**src/rtl/ccr_pkg.sv**
```systemverilog
// constants, register map and field layout of the common control register bank
package ccr_pkg;

	// ------------------------------------------------------------
	// bus geometry
	// ------------------------------------------------------------
	localparam int unsigned ADR_W   = 20;
	localparam int unsigned IDX_W   = 18;
	localparam int unsigned DAT_W   = 32;
	localparam int unsigned REG_W   = 8;
	localparam int unsigned SEL_W   = 4;
	localparam int unsigned CHAN_N  = 4;
	localparam int unsigned ALARM_W = 8;

	// ------------------------------------------------------------
	// register indices, byte address is four times the index
	// ------------------------------------------------------------
	localparam logic [IDX_W-1:0] IDX_ERR_SEL_CELL   = 18'h30A05;
	localparam logic [IDX_W-1:0] IDX_RESET_CTRL     = 18'h30A06;
	localparam logic [IDX_W-1:0] IDX_TX_DONE        = 18'h30A07;
	localparam logic [IDX_W-1:0] IDX_ALARM_SUMMARY  = 18'h30A08;
	localparam logic [IDX_W-1:0] IDX_B1_COUNT       = 18'h30A09;
	localparam logic [IDX_W-1:0] IDX_CELL_BIP_COUNT = 18'h30A0A;
	localparam logic [IDX_W-1:0] IDX_IRQ_STATUS     = 18'h30A10;
	localparam logic [IDX_W-1:0] IDX_IRQ_MASK       = 18'h30A11;

	// ------------------------------------------------------------
	// field positions
	// ------------------------------------------------------------
	localparam int unsigned F_CHSEL_LSB   = 0;
	localparam int unsigned F_CHSEL_W     = 3;
	localparam int unsigned F_CELL_A      = 4;
	localparam int unsigned F_CELL_B      = 6;
	localparam int unsigned F_PHASE_LSB   = 5;
	localparam int unsigned F_PHASE_W     = 2;
	localparam int unsigned F_SOFT_RESET  = 7;
	localparam int unsigned F_TX_DONE     = 7;
	localparam int unsigned F_ALARM_BD    = 0;
	localparam int unsigned F_ALARM_BC    = 1;
	localparam int unsigned F_ALARM_AD    = 4;
	localparam int unsigned F_ALARM_AC    = 5;
	localparam int unsigned F_IRQ_TX_DONE = 0;
	localparam int unsigned F_IRQ_ALARM   = 1;
	localparam int unsigned F_IRQ_B1_FULL = 2;
	localparam int unsigned IRQ_W         = 3;

	// writable bits of each register, reserved bits stay zero
	localparam logic [REG_W-1:0] WMASK_ERR_SEL_CELL = 8'h57;
	localparam logic [REG_W-1:0] WMASK_RESET_CTRL   = 8'hE0;
	localparam logic [REG_W-1:0] WMASK_TX_DONE      = 8'h80;

	// ------------------------------------------------------------
	// reset values and counter saturation limit
	// ------------------------------------------------------------
	localparam logic [REG_W-1:0] RST_REG   = 8'h00;
	localparam logic [REG_W-1:0] CNT_MAX   = 8'hFF;
	localparam logic [IRQ_W-1:0] RST_IRQ   = 3'h0;

	// ------------------------------------------------------------
	// channel selector codes and channel order on the input vectors
	// ------------------------------------------------------------
	localparam logic [F_CHSEL_W-1:0] CHSEL_AC = 3'h2;
	localparam logic [F_CHSEL_W-1:0] CHSEL_AD = 3'h3;
	localparam logic [F_CHSEL_W-1:0] CHSEL_BC = 3'h6;
	localparam logic [F_CHSEL_W-1:0] CHSEL_BD = 3'h7;
	localparam int unsigned CH_AC = 0;
	localparam int unsigned CH_AD = 1;
	localparam int unsigned CH_BC = 2;
	localparam int unsigned CH_BD = 3;

	// soft reset delay line length
	localparam int unsigned PHASE_N = 4;

	typedef enum logic [1:0] {
		BUS_IDLE,
		BUS_ACK
	} bus_state_t;

endpackage : ccr_pkg

```
**src/rtl/core_common_control_regs.sv**
```systemverilog
// common control and status register bank with wishbone slave port
//
// Notes on behaviour
// - selector codes pick counter channel AC/AD/BC/BD
// - bit 4 enables cell mode group A
// - bit 6 enables cell mode group B
// - two bit phase delays the soft reset
// - soft reset clears core, not software registers
// - soft reset leaves serializer registers untouched
// - rising edge of done bit signals setup
// - summary bit is OR of channel alarms
// - any summary bit raises system alarm
// - control and summary registers reset to zero
// - B1 counter counts selected channel, clears on read
//
// Implementation choice: the Wishbone register port.
`timescale 1ns/100ps
`default_nettype none

module core_common_control_regs
	import ccr_pkg::*;
(
	input  wire logic                       REF_CLK,
	input  wire logic                       RSTN,
	input  wire logic                       WB_CYC_I,
	input  wire logic                       WB_STB_I,
	input  wire logic                       WB_WE_I,
	input  wire logic [ADR_W-1:0]           WB_ADR_I,
	input  wire logic [SEL_W-1:0]           WB_SEL_I,
	input  wire logic [DAT_W-1:0]           WB_DAT_I,
	output logic      [DAT_W-1:0]           WB_DAT_O,
	output logic                            WB_ACK_O,
	input  wire logic [CHAN_N*ALARM_W-1:0]  CHAN_ALARM_BITS,
	input  wire logic [CHAN_N-1:0]          B1_ERR_PULSE,
	input  wire logic [CHAN_N-1:0]          CELL_BIP_ERR_PULSE,
	output logic      [F_CHSEL_W-1:0]       COUNTER_CHANNEL_SELECT,
	output logic                            GROUP_A_CELL_ENABLE,
	output logic                            GROUP_B_CELL_ENABLE,
	output logic                            CORE_SOFT_RESET,
	output logic                            TX_SETUP_DONE,
	output logic                            SYS_ALARM,
	output logic                            IRQ
);

	// ------------------------------------------------------------
	// declarations
	// ------------------------------------------------------------
	bus_state_t         bus_q;
	bus_state_t         bus_d;
	logic [DAT_W-1:0]   rdat_q;
	logic [DAT_W-1:0]   rdat_d;
	logic [REG_W-1:0]   sel_cell_q;
	logic [REG_W-1:0]   sel_cell_d;
	logic [REG_W-1:0]   rst_ctrl_q;
	logic [REG_W-1:0]   rst_ctrl_d;
	logic [REG_W-1:0]   tx_done_q;
	logic [REG_W-1:0]   tx_done_d;
	logic               tx_pulse_q;
	logic               tx_pulse_d;
	logic [REG_W-1:0]   alarm_sum_q;
	logic [REG_W-1:0]   alarm_sum_d;
	logic               sys_alarm_q;
	logic               sys_alarm_d;
	logic [REG_W-1:0]   b1_cnt_q;
	logic [REG_W-1:0]   b1_cnt_d;
	logic [REG_W-1:0]   bip_cnt_q;
	logic [REG_W-1:0]   bip_cnt_d;
	logic [IRQ_W-1:0]   irq_stat_q;
	logic [IRQ_W-1:0]   irq_stat_d;
	logic [IRQ_W-1:0]   irq_mask_q;
	logic [IRQ_W-1:0]   irq_mask_d;
	logic               irq_q;
	logic               irq_d;

	logic               req;
	logic               take;
	logic               wr_take;
	logic               rd_take;
	logic               lane0;
	logic [IDX_W-1:0]   idx;
	logic [REG_W-1:0]   wbyte;
	logic               hit_sel_cell;
	logic               hit_rst_ctrl;
	logic               hit_tx_done;
	logic               hit_alarm;
	logic               hit_b1;
	logic               hit_bip;
	logic               hit_irq_stat;
	logic               hit_irq_mask;
	logic [REG_W-1:0]   rd_mux;
	logic               chan_valid;
	logic [1:0]         chan_idx;
	logic [CHAN_N-1:0]  chan_alarm;
	logic               b1_hit;
	logic               bip_hit;
	logic               b1_clr;
	logic               bip_clr;
	logic [IRQ_W-1:0]   irq_events;
	logic [IRQ_W-1:0]   irq_w1c;
	logic               soft_reset_dly;

	// ------------------------------------------------------------
	// wishbone decode
	// ------------------------------------------------------------
	// a request is answered one clock after it is seen; the write and
	// any clear-on-read side effect happen at the edge that samples ack
	assign req     = WB_CYC_I & WB_STB_I;
	assign take    = req & (bus_q == BUS_ACK);
	assign wr_take = take & WB_WE_I & lane0;
	assign rd_take = take & ~WB_WE_I;
	assign lane0   = WB_SEL_I[0];
	assign idx     = WB_ADR_I[ADR_W-1:2];
	assign wbyte   = WB_DAT_I[REG_W-1:0];

	assign hit_sel_cell = (idx == IDX_ERR_SEL_CELL);
	assign hit_rst_ctrl = (idx == IDX_RESET_CTRL);
	assign hit_tx_done  = (idx == IDX_TX_DONE);
	assign hit_alarm    = (idx == IDX_ALARM_SUMMARY);
	assign hit_b1       = (idx == IDX_B1_COUNT);
	assign hit_bip      = (idx == IDX_CELL_BIP_COUNT);
	assign hit_irq_stat = (idx == IDX_IRQ_STATUS);
	assign hit_irq_mask = (idx == IDX_IRQ_MASK);

	// unmapped addresses are acknowledged and read as zero
	assign rd_mux = hit_sel_cell ? sel_cell_q :
	                hit_rst_ctrl ? rst_ctrl_q :
	                hit_tx_done  ? tx_done_q :
	                hit_alarm    ? alarm_sum_q :
	                hit_b1       ? b1_cnt_q :
	                hit_bip      ? bip_cnt_q :
	                hit_irq_stat ? {{(REG_W-IRQ_W){1'b0}}, irq_stat_q} :
	                hit_irq_mask ? {{(REG_W-IRQ_W){1'b0}}, irq_mask_q} :
	                RST_REG;

	always_comb begin
		bus_d  = bus_q;
		rdat_d = rdat_q;
		unique case (bus_q)
			BUS_IDLE: begin
				if (req) begin
					bus_d  = BUS_ACK;
					rdat_d = {{(DAT_W-REG_W){1'b0}}, rd_mux};
				end
			end
			BUS_ACK: begin
				bus_d  = BUS_IDLE;
				rdat_d = '0;
			end
		endcase
	end

	// ------------------------------------------------------------
	// control registers
	// ------------------------------------------------------------
	// reserved bits are masked off on write so they always read zero
	assign sel_cell_d = (wr_take & hit_sel_cell) ?
	                    (wbyte & WMASK_ERR_SEL_CELL) : sel_cell_q;
	assign rst_ctrl_d = (wr_take & hit_rst_ctrl) ?
	                    (wbyte & WMASK_RESET_CTRL) : rst_ctrl_q;
	assign tx_done_d  = (wr_take & hit_tx_done) ?
	                    (wbyte & WMASK_TX_DONE) : tx_done_q;

	// only a zero-to-one change of the stored bit counts; rewriting one
	// while it is already set gives nothing, so software must clear first
	assign tx_pulse_d = tx_done_d[F_TX_DONE] & ~tx_done_q[F_TX_DONE];

	// ------------------------------------------------------------
	// channel selector and error counters
	// ------------------------------------------------------------
	assign chan_valid = (sel_cell_q[F_CHSEL_W-1:0] == CHSEL_AC) |
	                    (sel_cell_q[F_CHSEL_W-1:0] == CHSEL_AD) |
	                    (sel_cell_q[F_CHSEL_W-1:0] == CHSEL_BC) |
	                    (sel_cell_q[F_CHSEL_W-1:0] == CHSEL_BD);
	assign chan_idx = (sel_cell_q[F_CHSEL_W-1:0] == CHSEL_AC) ? 2'(CH_AC) :
	                  (sel_cell_q[F_CHSEL_W-1:0] == CHSEL_AD) ? 2'(CH_AD) :
	                  (sel_cell_q[F_CHSEL_W-1:0] == CHSEL_BC) ? 2'(CH_BC) :
	                  2'(CH_BD);

	// unlisted selector codes monitor no channel
	assign b1_hit  = chan_valid & B1_ERR_PULSE[chan_idx];
	assign bip_hit = chan_valid & CELL_BIP_ERR_PULSE[chan_idx];
	assign b1_clr  = rd_take & hit_b1;
	assign bip_clr = rd_take & hit_bip;

	// counters saturate rather than wrap so a read never shows a small
	// count after a burst; an error on the clearing edge is kept as one
	always_comb begin
		b1_cnt_d = b1_cnt_q;
		if (b1_clr) begin
			b1_cnt_d = {{(REG_W-1){1'b0}}, b1_hit};
		end else if (b1_hit && (b1_cnt_q != CNT_MAX)) begin
			b1_cnt_d = b1_cnt_q + 8'h01;
		end
	end

	always_comb begin
		bip_cnt_d = bip_cnt_q;
		if (bip_clr) begin
			bip_cnt_d = {{(REG_W-1){1'b0}}, bip_hit};
		end else if (bip_hit && (bip_cnt_q != CNT_MAX)) begin
			bip_cnt_d = bip_cnt_q + 8'h01;
		end
	end

	// ------------------------------------------------------------
	// alarm summary
	// ------------------------------------------------------------
	genvar g;
	generate
		for (g = 0; g < CHAN_N; g++) begin : g_alarm_or
			assign chan_alarm[g] = |CHAN_ALARM_BITS[g*ALARM_W +: ALARM_W];
		end
	endgenerate

	always_comb begin
		alarm_sum_d = RST_REG;
		alarm_sum_d[F_ALARM_BD] = chan_alarm[CH_BD];
		alarm_sum_d[F_ALARM_BC] = chan_alarm[CH_BC];
		alarm_sum_d[F_ALARM_AD] = chan_alarm[CH_AD];
		alarm_sum_d[F_ALARM_AC] = chan_alarm[CH_AC];
	end

	assign sys_alarm_d = |alarm_sum_q;

	// ------------------------------------------------------------
	// interrupt status and mask
	// ------------------------------------------------------------
	assign irq_events[F_IRQ_TX_DONE] = tx_pulse_q;
	assign irq_events[F_IRQ_ALARM]   = sys_alarm_d & ~sys_alarm_q;
	assign irq_events[F_IRQ_B1_FULL] = b1_hit & (b1_cnt_q == (CNT_MAX - 8'h01));

	assign irq_w1c    = (wr_take & hit_irq_stat) ? wbyte[IRQ_W-1:0] : RST_IRQ;
	// a new event on the clearing edge keeps its bit set
	assign irq_stat_d = (irq_stat_q & ~irq_w1c) | irq_events;
	assign irq_mask_d = (wr_take & hit_irq_mask) ? wbyte[IRQ_W-1:0] : irq_mask_q;
	assign irq_d      = |(irq_stat_q & irq_mask_q);

	// ------------------------------------------------------------
	// soft reset phase delay
	// ------------------------------------------------------------
	// the delayed reset only leaves on a port; nothing in this bank,
	// and no serializer register, listens to it
	soft_reset_delay u_soft_reset_delay (
		.clk            (REF_CLK),
		.rst_n          (RSTN),
		.soft_reset_req (rst_ctrl_q[F_SOFT_RESET]),
		.phase_sel      (rst_ctrl_q[F_PHASE_LSB +: F_PHASE_W]),
		.soft_reset_out (soft_reset_dly)
	);

	// ------------------------------------------------------------
	// state registers
	// ------------------------------------------------------------
	always_ff @(posedge REF_CLK or negedge RSTN) begin
		if (!RSTN) begin
			bus_q      <= BUS_IDLE;
			rdat_q     <= '0;
			sel_cell_q <= RST_REG;
			rst_ctrl_q <= RST_REG;
			tx_done_q  <= RST_REG;
			tx_pulse_q <= 1'b0;
		end else begin
			bus_q      <= bus_d;
			rdat_q     <= rdat_d;
			sel_cell_q <= sel_cell_d;
			rst_ctrl_q <= rst_ctrl_d;
			tx_done_q  <= tx_done_d;
			tx_pulse_q <= tx_pulse_d;
		end
	end

	always_ff @(posedge REF_CLK or negedge RSTN) begin
		if (!RSTN) begin
			alarm_sum_q <= RST_REG;
			sys_alarm_q <= 1'b0;
			b1_cnt_q    <= RST_REG;
			bip_cnt_q   <= RST_REG;
		end else begin
			alarm_sum_q <= alarm_sum_d;
			sys_alarm_q <= sys_alarm_d;
			b1_cnt_q    <= b1_cnt_d;
			bip_cnt_q   <= bip_cnt_d;
		end
	end

	always_ff @(posedge REF_CLK or negedge RSTN) begin
		if (!RSTN) begin
			irq_stat_q <= RST_IRQ;
			irq_mask_q <= RST_IRQ;
			irq_q      <= 1'b0;
		end else begin
			irq_stat_q <= irq_stat_d;
			irq_mask_q <= irq_mask_d;
			irq_q      <= irq_d;
		end
	end

	// ------------------------------------------------------------
	// outputs
	// ------------------------------------------------------------
	assign WB_DAT_O               = rdat_q;
	assign WB_ACK_O               = (bus_q == BUS_ACK);
	assign COUNTER_CHANNEL_SELECT = sel_cell_q[F_CHSEL_LSB +: F_CHSEL_W];
	assign GROUP_A_CELL_ENABLE    = sel_cell_q[F_CELL_A];
	assign GROUP_B_CELL_ENABLE    = sel_cell_q[F_CELL_B];
	assign CORE_SOFT_RESET        = soft_reset_dly;
	assign TX_SETUP_DONE          = tx_pulse_q;
	assign SYS_ALARM              = sys_alarm_q;
	assign IRQ                    = irq_q;

endmodule : core_common_control_regs

`default_nettype wire

```
**src/rtl/soft_reset_delay.sv**
```systemverilog
// delay line that places the soft reset on one of four phases
`timescale 1ns/100ps
`default_nettype none

module soft_reset_delay
	import ccr_pkg::*;
(
	input  wire logic                 clk,
	input  wire logic                 rst_n,
	input  wire logic                 soft_reset_req,
	input  wire logic [F_PHASE_W-1:0] phase_sel,
	output logic                      soft_reset_out
);

	logic [PHASE_N-1:0] stage_q;
	logic [PHASE_N-1:0] stage_d;
	logic               out_q;
	logic               out_d;

	// ------------------------------------------------------------
	// delay stages
	// ------------------------------------------------------------
	assign stage_d = {stage_q[PHASE_N-2:0], soft_reset_req};

	// phase code picks how many extra clocks the reset lags the bit
	assign out_d = stage_q[phase_sel];

	always_ff @(posedge clk or negedge rst_n) begin
		if (!rst_n) begin
			stage_q <= '0;
			out_q   <= 1'b0;
		end else begin
			stage_q <= stage_d;
			out_q   <= out_d;
		end
	end

	assign soft_reset_out = out_q;

endmodule : soft_reset_delay

`default_nettype wire

```
**config.mk**
```make
export PLATFORM = sky130hd
export DESIGN_NAME = core_common_control_regs
export DESIGN_NICKNAME = d
export VERILOG_FILES = /design/src/rtl/ccr_pkg.sv /design/src/rtl/core_common_control_regs.sv /design/src/rtl/soft_reset_delay.sv
export SDC_FILE = /design/constraint.sdc
export NUM_CORES = 1
export LEC_CHECK = 0
export ABC_AREA = 0
export BUFFER_PORTS_ARGS = -buffer_cell sky130_fd_sc_hd__buf_2
export CAP_MARGIN = 15
export CORE_MARGIN = 5
export CORE_UTILIZATION = 47
export CTS_CLUSTER_SIZE = 10
export DETAILED_ROUTE_END_ITERATION = 12
export PLACE_DENSITY_LB_ADDON = 0.1
export SLEW_MARGIN = 30
export SYNTH_ARGS = -nofsm -noshare
export SYNTH_HDL_FRONTEND = slang
export SYNTH_SLANG_ARGS = --single-unit
export TNS_END_PERCENT = 100
```
**constraint.sdc**
```tcl
create_clock -name REF_CLK -period 2.2 [get_ports REF_CLK]
set_input_delay 0.11 -clock REF_CLK [delete_from_list [all_inputs] [get_ports REF_CLK]]
set_output_delay 0.11 -clock REF_CLK [all_outputs]
set_load 0.05 [all_outputs]
```
==> summary.txt, run 1 <==
Run status
  – Outcome: completed

Clocking
  – CTS clk-pin slew, worst paths: 0.09 ns
  – CTS Buf Count: 5
  – Root buf cell: clkbuf_8
  – Clk sinks: between 50 and 60
  – Clock buffer depth: 2
  – Later-pin clock latency in the skew report: ~0.3 ns
  – Post-CTS Setup Inserts: 0
  – # H-tree levels: 2
  – TritonCTS clock tree: yes

Yosys
  – Count of cell types in the netlist: 57
  – Synth Area per Inst: 9.78 um^2
  – Yosys top cell by area: dfrtp_1
  – Flops & latches, synth: 52
  – Synth area leaders: dfrtp_1 (43%), buf_4 (6.2%), mux2_2 (3.3%)
  – FFs w/ async S/R, synth: 1.00
  – Prevailing post-synth register cell: dfrtp_1
  – Synth Warn #: 0
  – Syn Inst Count: 310
  – Post-synth top area share: 0.429
  – Commonest cells in the synthesized netlist: dfrtp_1 (52), buf_4 (25), nand2_1 (24)
  – Post-Syn Area: a little over 3000 um^2
  – Dominant cell by count in the synthesized netlist: dfrtp_1
  – Seq/Total Area, Yosys: 0.429
  – Post-synth EDFFs: 0

Power
  – Int Pwr: roughly 0.0013 W
  – Sw Pwr: 0.000517 W
  – Seq pwr share: 0.529
  – Final Power: 0.00182 W
  – Pleak: 1.81 nW
  – Clock Power Share: 0.313
  – Switching Fraction: 0.284
  – PD cells: between 400 and 500 nW/um^2
  – Maximum vdd drop: 0.310 mV
  – Combinational Power Share: 0.158

Worst hold path
  – Worst hold path class: in -> reg

GRT
  – Initial antenna violation count: 0
  – Global-route wire length before repair: ~13000 um
  – Largest net degree at the start of global routing: 28
  – GR Overflow Total: 0
  – Tot GR Track Use: 0.197
  – Vias in the first global route: 2785

Layout
  – Share of layout cells above drive strength 1: 0.311
  – Antenna diode count: 0
  – Fillers: 595
  – Register area: 1300 um^2
  – Syn-to-layout area delta: 24.6%
  – Multi-input logic area: 1540 um^2
  – Total Nets Final: 528

Timing
  – Slew Limit Fails: 0
  – FMAX: ~500 MHz
  – Post-route minimum period: around 2 ns
  – Relative slew slack: 0.574
  – Final Hold Viols: 0
  – Unrepaired setup endpoints after global routing: no
  – Clock Skew: 0.00336 ns
  – Hold slack: 0.0340 ns
  – Setup violations, final: 0
  – Worst-Margin Slew: 0.638 ns
  – Period Utilization, post-route: 0.888

Placement
  – # port buffers: approximately 90
  – Post-DP HPWL: between 6000 and 7000 um
  – Gp weighted congestion: about 0.87

Drt
  – DRC Markers: 0
  – Routed wire length: 8090 um
  – Number of routed nets with antenna violations: 0
  – DRT Pass-1 Iters: 4
  – DR vias: 2774
  – Via-per-instance ratio: roughly 5.5
  – Initial DRC Count: between 200 and 250
  – Per-cell routed wire length: 16.1 um

Floorplanning
  – Starting Density: 0.480
  – Rows: 29
  – Die Width: roughly 90 um
  – Die Footprint: 8150 um^2
  – Io pins: 143
  – Die Y: 90.3 um
  – Core area: 6310 um^2

Worst setup path
  – Crit path capture type: register
  – CP max FO: 7
  – Worst Path Buf+Inv: 3
  – Crit Path Category: in -> reg
  – Setup crit start kind: primary input
  – CP max stage delay: 0.55 ns
  – Crit path top cell by count: buf_4
  – Crit path max-delay family: simple AND/OR/NAND/NOR gates
  – Critical-path cell list: buf_2 -> or4_4 -> or4_1 -> buf_4 -> nor4_1 -> buf_4 -> nand2_1 -> a32o_1
  – Max stage delay cell, worst path: or4_1
  – CP required: between 2 and 2.5 ns
  – Crit path DAT: 2.15 ns

Flow run
  – Max-cap violations: 0
[path summary, 6_finish.rpt]
path	start	end	slack [ns]	cells past startpoint
min reg2reg	u_soft_reset_delay.stage_q[0]	u_soft_reset_delay.stage_q[1]	0.38	0
min	WB_DAT_I[4]	sel_cell_q[4]	0.03	2
max	WB_ADR_I[7]	irq_stat_q[2]	0.25	8
max reg2reg	bip_cnt_q[0]	bip_cnt_q[2]	0.33	6
max in group asynchronous	RSTN	b1_cnt_q[2]	1.28	3
min in group asynchronous	RSTN	u_soft_reset_delay.soft_reset_out	0.35	2
[worst register-to-register path, stage by stage, from the launching register on]
cell,delay [ns]
dfrtp_1,0.46
ha_1,0.22
nand2_1,0.09
o311ai_2,0.62
nor2_1,0.13
nor3b_1,0.21
a21o_1,0.10
[cells by family (layout without fill, tap and decap cells)]
kind of cell,count (synthesis),after routing,synth area share
AO/OA/AOI/OAI,50,50,0.116
XOR/XNOR,7,7,0.0202
adder cells (fa/ha/maj),3,3,0.0124
buffers and inverters,45,137,0.0945
flip-flops,52,52,0.429
multiplexers,20,20,0.0871
other,1,24,0.00124
AND/OR/NAND/NOR,132,132,0.239
[sequential cells by signal (all words and copies together) (netlist names)]
signal                             flops
IRQ                                    1
SYS_ALARM                              1
TX_SETUP_DONE                          1
WB_DAT_O                               8
alarm_sum_q                            4
b1_cnt_q                               8
bip_cnt_q                              8
bus_q                                  1
irq_mask_q                             3
irq_stat_q                             3
rst_ctrl_q                             3
sel_cell_q                             5
tx_done_q                              1
u_soft_reset_delay.soft_reset_out      1
u_soft_reset_delay.stage_q             4
[metrics by stage]
stage / instances / util / worst slack, ns / TNS [ns] / area (um^2)
2_1_floorplan: 333 / - / 0.00226 / 0 / 3120
3_3_place_gp: 481 / 0.561 / -0.0873 / -0.405 / 3540
3_5_place_dp: 481 / 0.561 / -0.0914 / -0.493 / 3540
4_1_cts: 502 / 0.598 / 0.235 / 0 / 3780
5_1_grt: 502 / 0.598 / 0.130 / 0 / 3780
6_report: 502 / 0.598 / 0.247 / 0 / 3780
[cell type report]
class	count	area share
Timing Repair Buffer	117	0.186
Clock buffer	7	0.0229
Sequential cell	52	0.345
Tap cell	77	0.0255
Inverter	12	0.0119
Multi-Input combinational cell	236	0.407
Clock inverter	1	0.00199
[layer usage]
metal  routed length, um  vias up  part of all wire  track usage
li1                    -     1329                 -            -
met5                   0        -                 0            0
met1                3340     1309              0.41        0.250
met3                 735       10             0.091       0.0500
met4                 116        0             0.014       0.0533
met2                3890      126              0.48        0.333
[placed cells by master (no fill, tap or decap), types with 3 or more instances in the layout]
master         instances
mux2_2                 9
a31oi_1                5
a22oi_1                4
buf_4                 15
mux2_4                 3
xor2_1                 4
nor3_1                 8
ha_1                   3
or4_1                  4
nor4_1                14
a21oi_1                6
xnor2_1                3
clkbuf_8               6
dlygate4sd3_1         13
o31ai_1                4
nand3b_1               3
nor3b_1                3
o21ai_0                8
nand2_1               24
buf_2                 88
nand3_1               12
mux4_2                 3
and3_1                 4
o22ai_1                3
mux2i_1                5
dfrtp_1               52
inv_1                 12
or3_1                  6
nor2b_1                4
nor2_1                23
and2_1                10
conb_1                24
o211ai_1               3
nand2b_1               4
nand4_1                4
[timing repair]
| action | CTS | global route |
|---|---|---|
| resized for setup | 1 | 0 |
| setup endpoints to repair | 1 | 0 |
| hold buffers | 13 | 0 |
| endpoints found under the hold margin | 30 | 0 |
[power by group through the flow]
stage | clock network, W | logic, W | registers [W]
after detailed placement | 0 | 0.000276 | 0.000982
final | 0.000570 | 0.000288 | 0.000963
after CTS | 0.000591 | 0.000286 | 0.000963
after floorplan | 0 | 0.000181 | 0.000999
after global placement | 0 | 0.000272 | 0.000981
after global routing | 0.000622 | 0.000309 | 0.000964
(Power assumes the default switching activity.)
==> run 2: changes to the inputs <==
--- a/config.mk
+++ b/config.mk
@@ -8,5 +8,5 @@
 export ABC_AREA = 0
 export BUFFER_PORTS_ARGS = -buffer_cell sky130_fd_sc_hd__buf_2
-export CAP_MARGIN = 15
+export CAP_MARGIN = 20
 export CORE_MARGIN = 5
 export CORE_UTILIZATION = 47
==> constraint.sdc (replaced) <==
create_clock -name REF_CLK -period 2.2 [get_ports REF_CLK]
set_input_delay 0.22 -clock REF_CLK [delete_from_list [all_inputs] [get_ports REF_CLK]]
set_output_delay 0.22 -clock REF_CLK [all_outputs]
set_load 0.05 [all_outputs]
==> run 2 against run 1 <==
Effect of this change:
- global-route usage fell by 0.12 points
- non-clock buffer count fell by 7
- clock power rose by 13%
- critical path depth did not move
- worst setup slack got worse by 0.021 ns
- first-iteration DRC count fell by 27%
- core utilization fell by 1.0 points
- hold slack improved by 0.065 ns
- register-to-register slack got worse by 0.02 ns
- clock skew rose by 0.0039 ns
- via count fell by 3.3%
- final cell count fell by 1.4%
- largest cell class unchanged
- largest power group unchanged
- highest routed layer unchanged
==> summary.txt, run 2 (synthesis results as in run 1) <==
Run status
  – Outcome: completed

Timing
  – Worst-Margin Slew: around 0.65 ns
  – Final Hold Viols: 0
  – TNS Setup: 0 ns
  – Post-route minimum period: between 1.5 and 2 ns
  – Relative slew slack: 0.566
  – FMAX: 507 MHz
  – Setup violations, final: 0
  – Unrepaired setup endpoints after global routing: no
  – Slew Limit Fails: 0
  – Hold slack: 0.0989 ns
  – Period Utilization, post-route: 0.897
  – Clock Skew: 0.00730 ns

Layout
  – Most common cell after layout, fill and taps aside: buf_2
  – Commonest cells after routing, fill and taps aside: buf_2 (88), dfrtp_1 (52), nand2_1 (24), conb_1 (24), nor2_1 (23)
  – Final cell count without fillers: approximately 500
  – Syn-to-layout area delta: 22.5%
  – Share of layout cells above drive strength 1: 0.330
  – Antenna diode count: 0
  – Total Nets Final: 521
  – Fillers: 584

Floorplanning
  – Die Footprint: slightly above 8000 um^2
  – Core area: between 6000 and 7000 um^2
  – Rows: 29
  – Io pins: 143
  – Die Width: 90.3 um
  – Die Y: 90.3 um
  – Starting Density: 0.480

Worst setup path
  – CP max FO: 7
  – Crit Path Category: in -> reg
  – Crit path capture type: register
  – CP required: 2.40 ns
  – Crit path DAT: 2.18 ns
  – Setup crit start kind: primary input

Clocking
  – Root buf cell: clkbuf_8
  – Clock buffer depth: 2
  – Clk sinks: 52
  – TritonCTS clock tree: yes
  – Post-CTS Setup Inserts: 0
  – CTS clk-pin slew, worst paths: roughly 0.090 ns
  – Later-pin clock latency in the skew report: 0.30 ns
  – # H-tree levels: 2
  – CTS Buf Count: 5

Power
  – Maximum vdd drop: 0.274 mV
  – Final Power: 0.00189 W
  – PD cells: 508 nW/um^2
  – Pleak: 1.80 nW

Drt
  – Routed wire length: 7900 um
  – DRT Pass-1 Iters: 4
  – Initial DRC Count: 161
  – DRC Markers: 0
  – Number of routed nets with antenna violations: 0
  – DR vias: 2683
  – Via-per-instance ratio: 5.42
  – Per-cell routed wire length: 16.0 um

GRT
  – Vias in the first global route: 2805
  – Initial antenna violation count: 0
  – Largest net degree at the start of global routing: 28
  – Tot GR Track Use: 0.196
  – Global-route wire length before repair: 13300 um
  – GR Overflow Total: 0

Placement
  – # port buffers: 88
  – Post-DP HPWL: 6400 um
  – Gp weighted congestion: roughly 0.91
  – Post-Place Cells: 486

Flow run
  – Max-cap violations: 0

Worst hold path
  – Worst hold path class: in -> reg
## run 2: critical path, stage by stage
cell,delay (ns)
buf_2,0.10
or4_4,0.54
or4_4,0.51
buf_4,0.18
nor4_1,0.19
buf_4,0.18
nand2_1,0.06
a32o_1,0.19
## run 2: metrics by stage
step / cell area [um^2] / util / setup WS [ns]
detailed placement: 3590 / 0.568 / -0.127
global placement: 3590 / 0.568 / -0.144
finish: 3710 / 0.588 / 0.227
floorplan: 3130 / - / -0.0468
global route: 3710 / 0.588 / 0.109
CTS: 3710 / 0.588 / 0.224
## run 2: path summary, 6_finish.rpt
kind / startpoint / endpoint / slack [ns] / cells after the start
setup / recovery: WB_ADR_I[7] / irq_stat_q[2] / 0.23 / 8
hold / removal: CHAN_ALARM_BITS[6] / alarm_sum_q[5] / 0.1 / 3
setup reg to reg: bip_cnt_q[0] / bip_cnt_q[2] / 0.31 / 6
hold reg to reg: u_soft_reset_delay.stage_q[1] / u_soft_reset_delay.stage_q[2] / 0.38 / 0
max in group asynchronous: RSTN / b1_cnt_q[0] / 1.18 / 3
min in group asynchronous: RSTN / u_soft_reset_delay.stage_q[1] / 0.46 / 2
## run 2: power by group
part	switching (W)	internal [W]
Clock	0.000306	0.000338
Combinational	0.000198	0.0000819
Sequential	0.00000295	0.000960
## run 2: cell type report
class	count	area (um^2)	share of cell area
clock buffer	6	72.6	0.0196
clock inverter	2	35.0	0.00944
inverter	12	45.0	0.0121
multi-input combinational	236	1540	0.415
sequential	52	1300	0.351
tap	77	96.3	0.0260
timing repair buffer	110	621	0.167
## run 2: per-layer routing
| layer | vias up | routed length (um) | GRT usage |
|---|---|---|---|
| met2 | 113 | 3880 | 0.330 |
| met5 | - | 0 | 0 |
| met1 | 1262 | 3240 | 0.261 |
| met3 | 7 | 726 | 0.0425 |
| met4 | 0 | 55 | 0.0385 |
| li1 | 1301 | - | - |
## run 2: what timing repair did
action	in CTS	in global routing
endpoints found under the hold margin	25	0
hold buffers	1	0
setup endpoints to repair	1	0
resized for setup	1	0
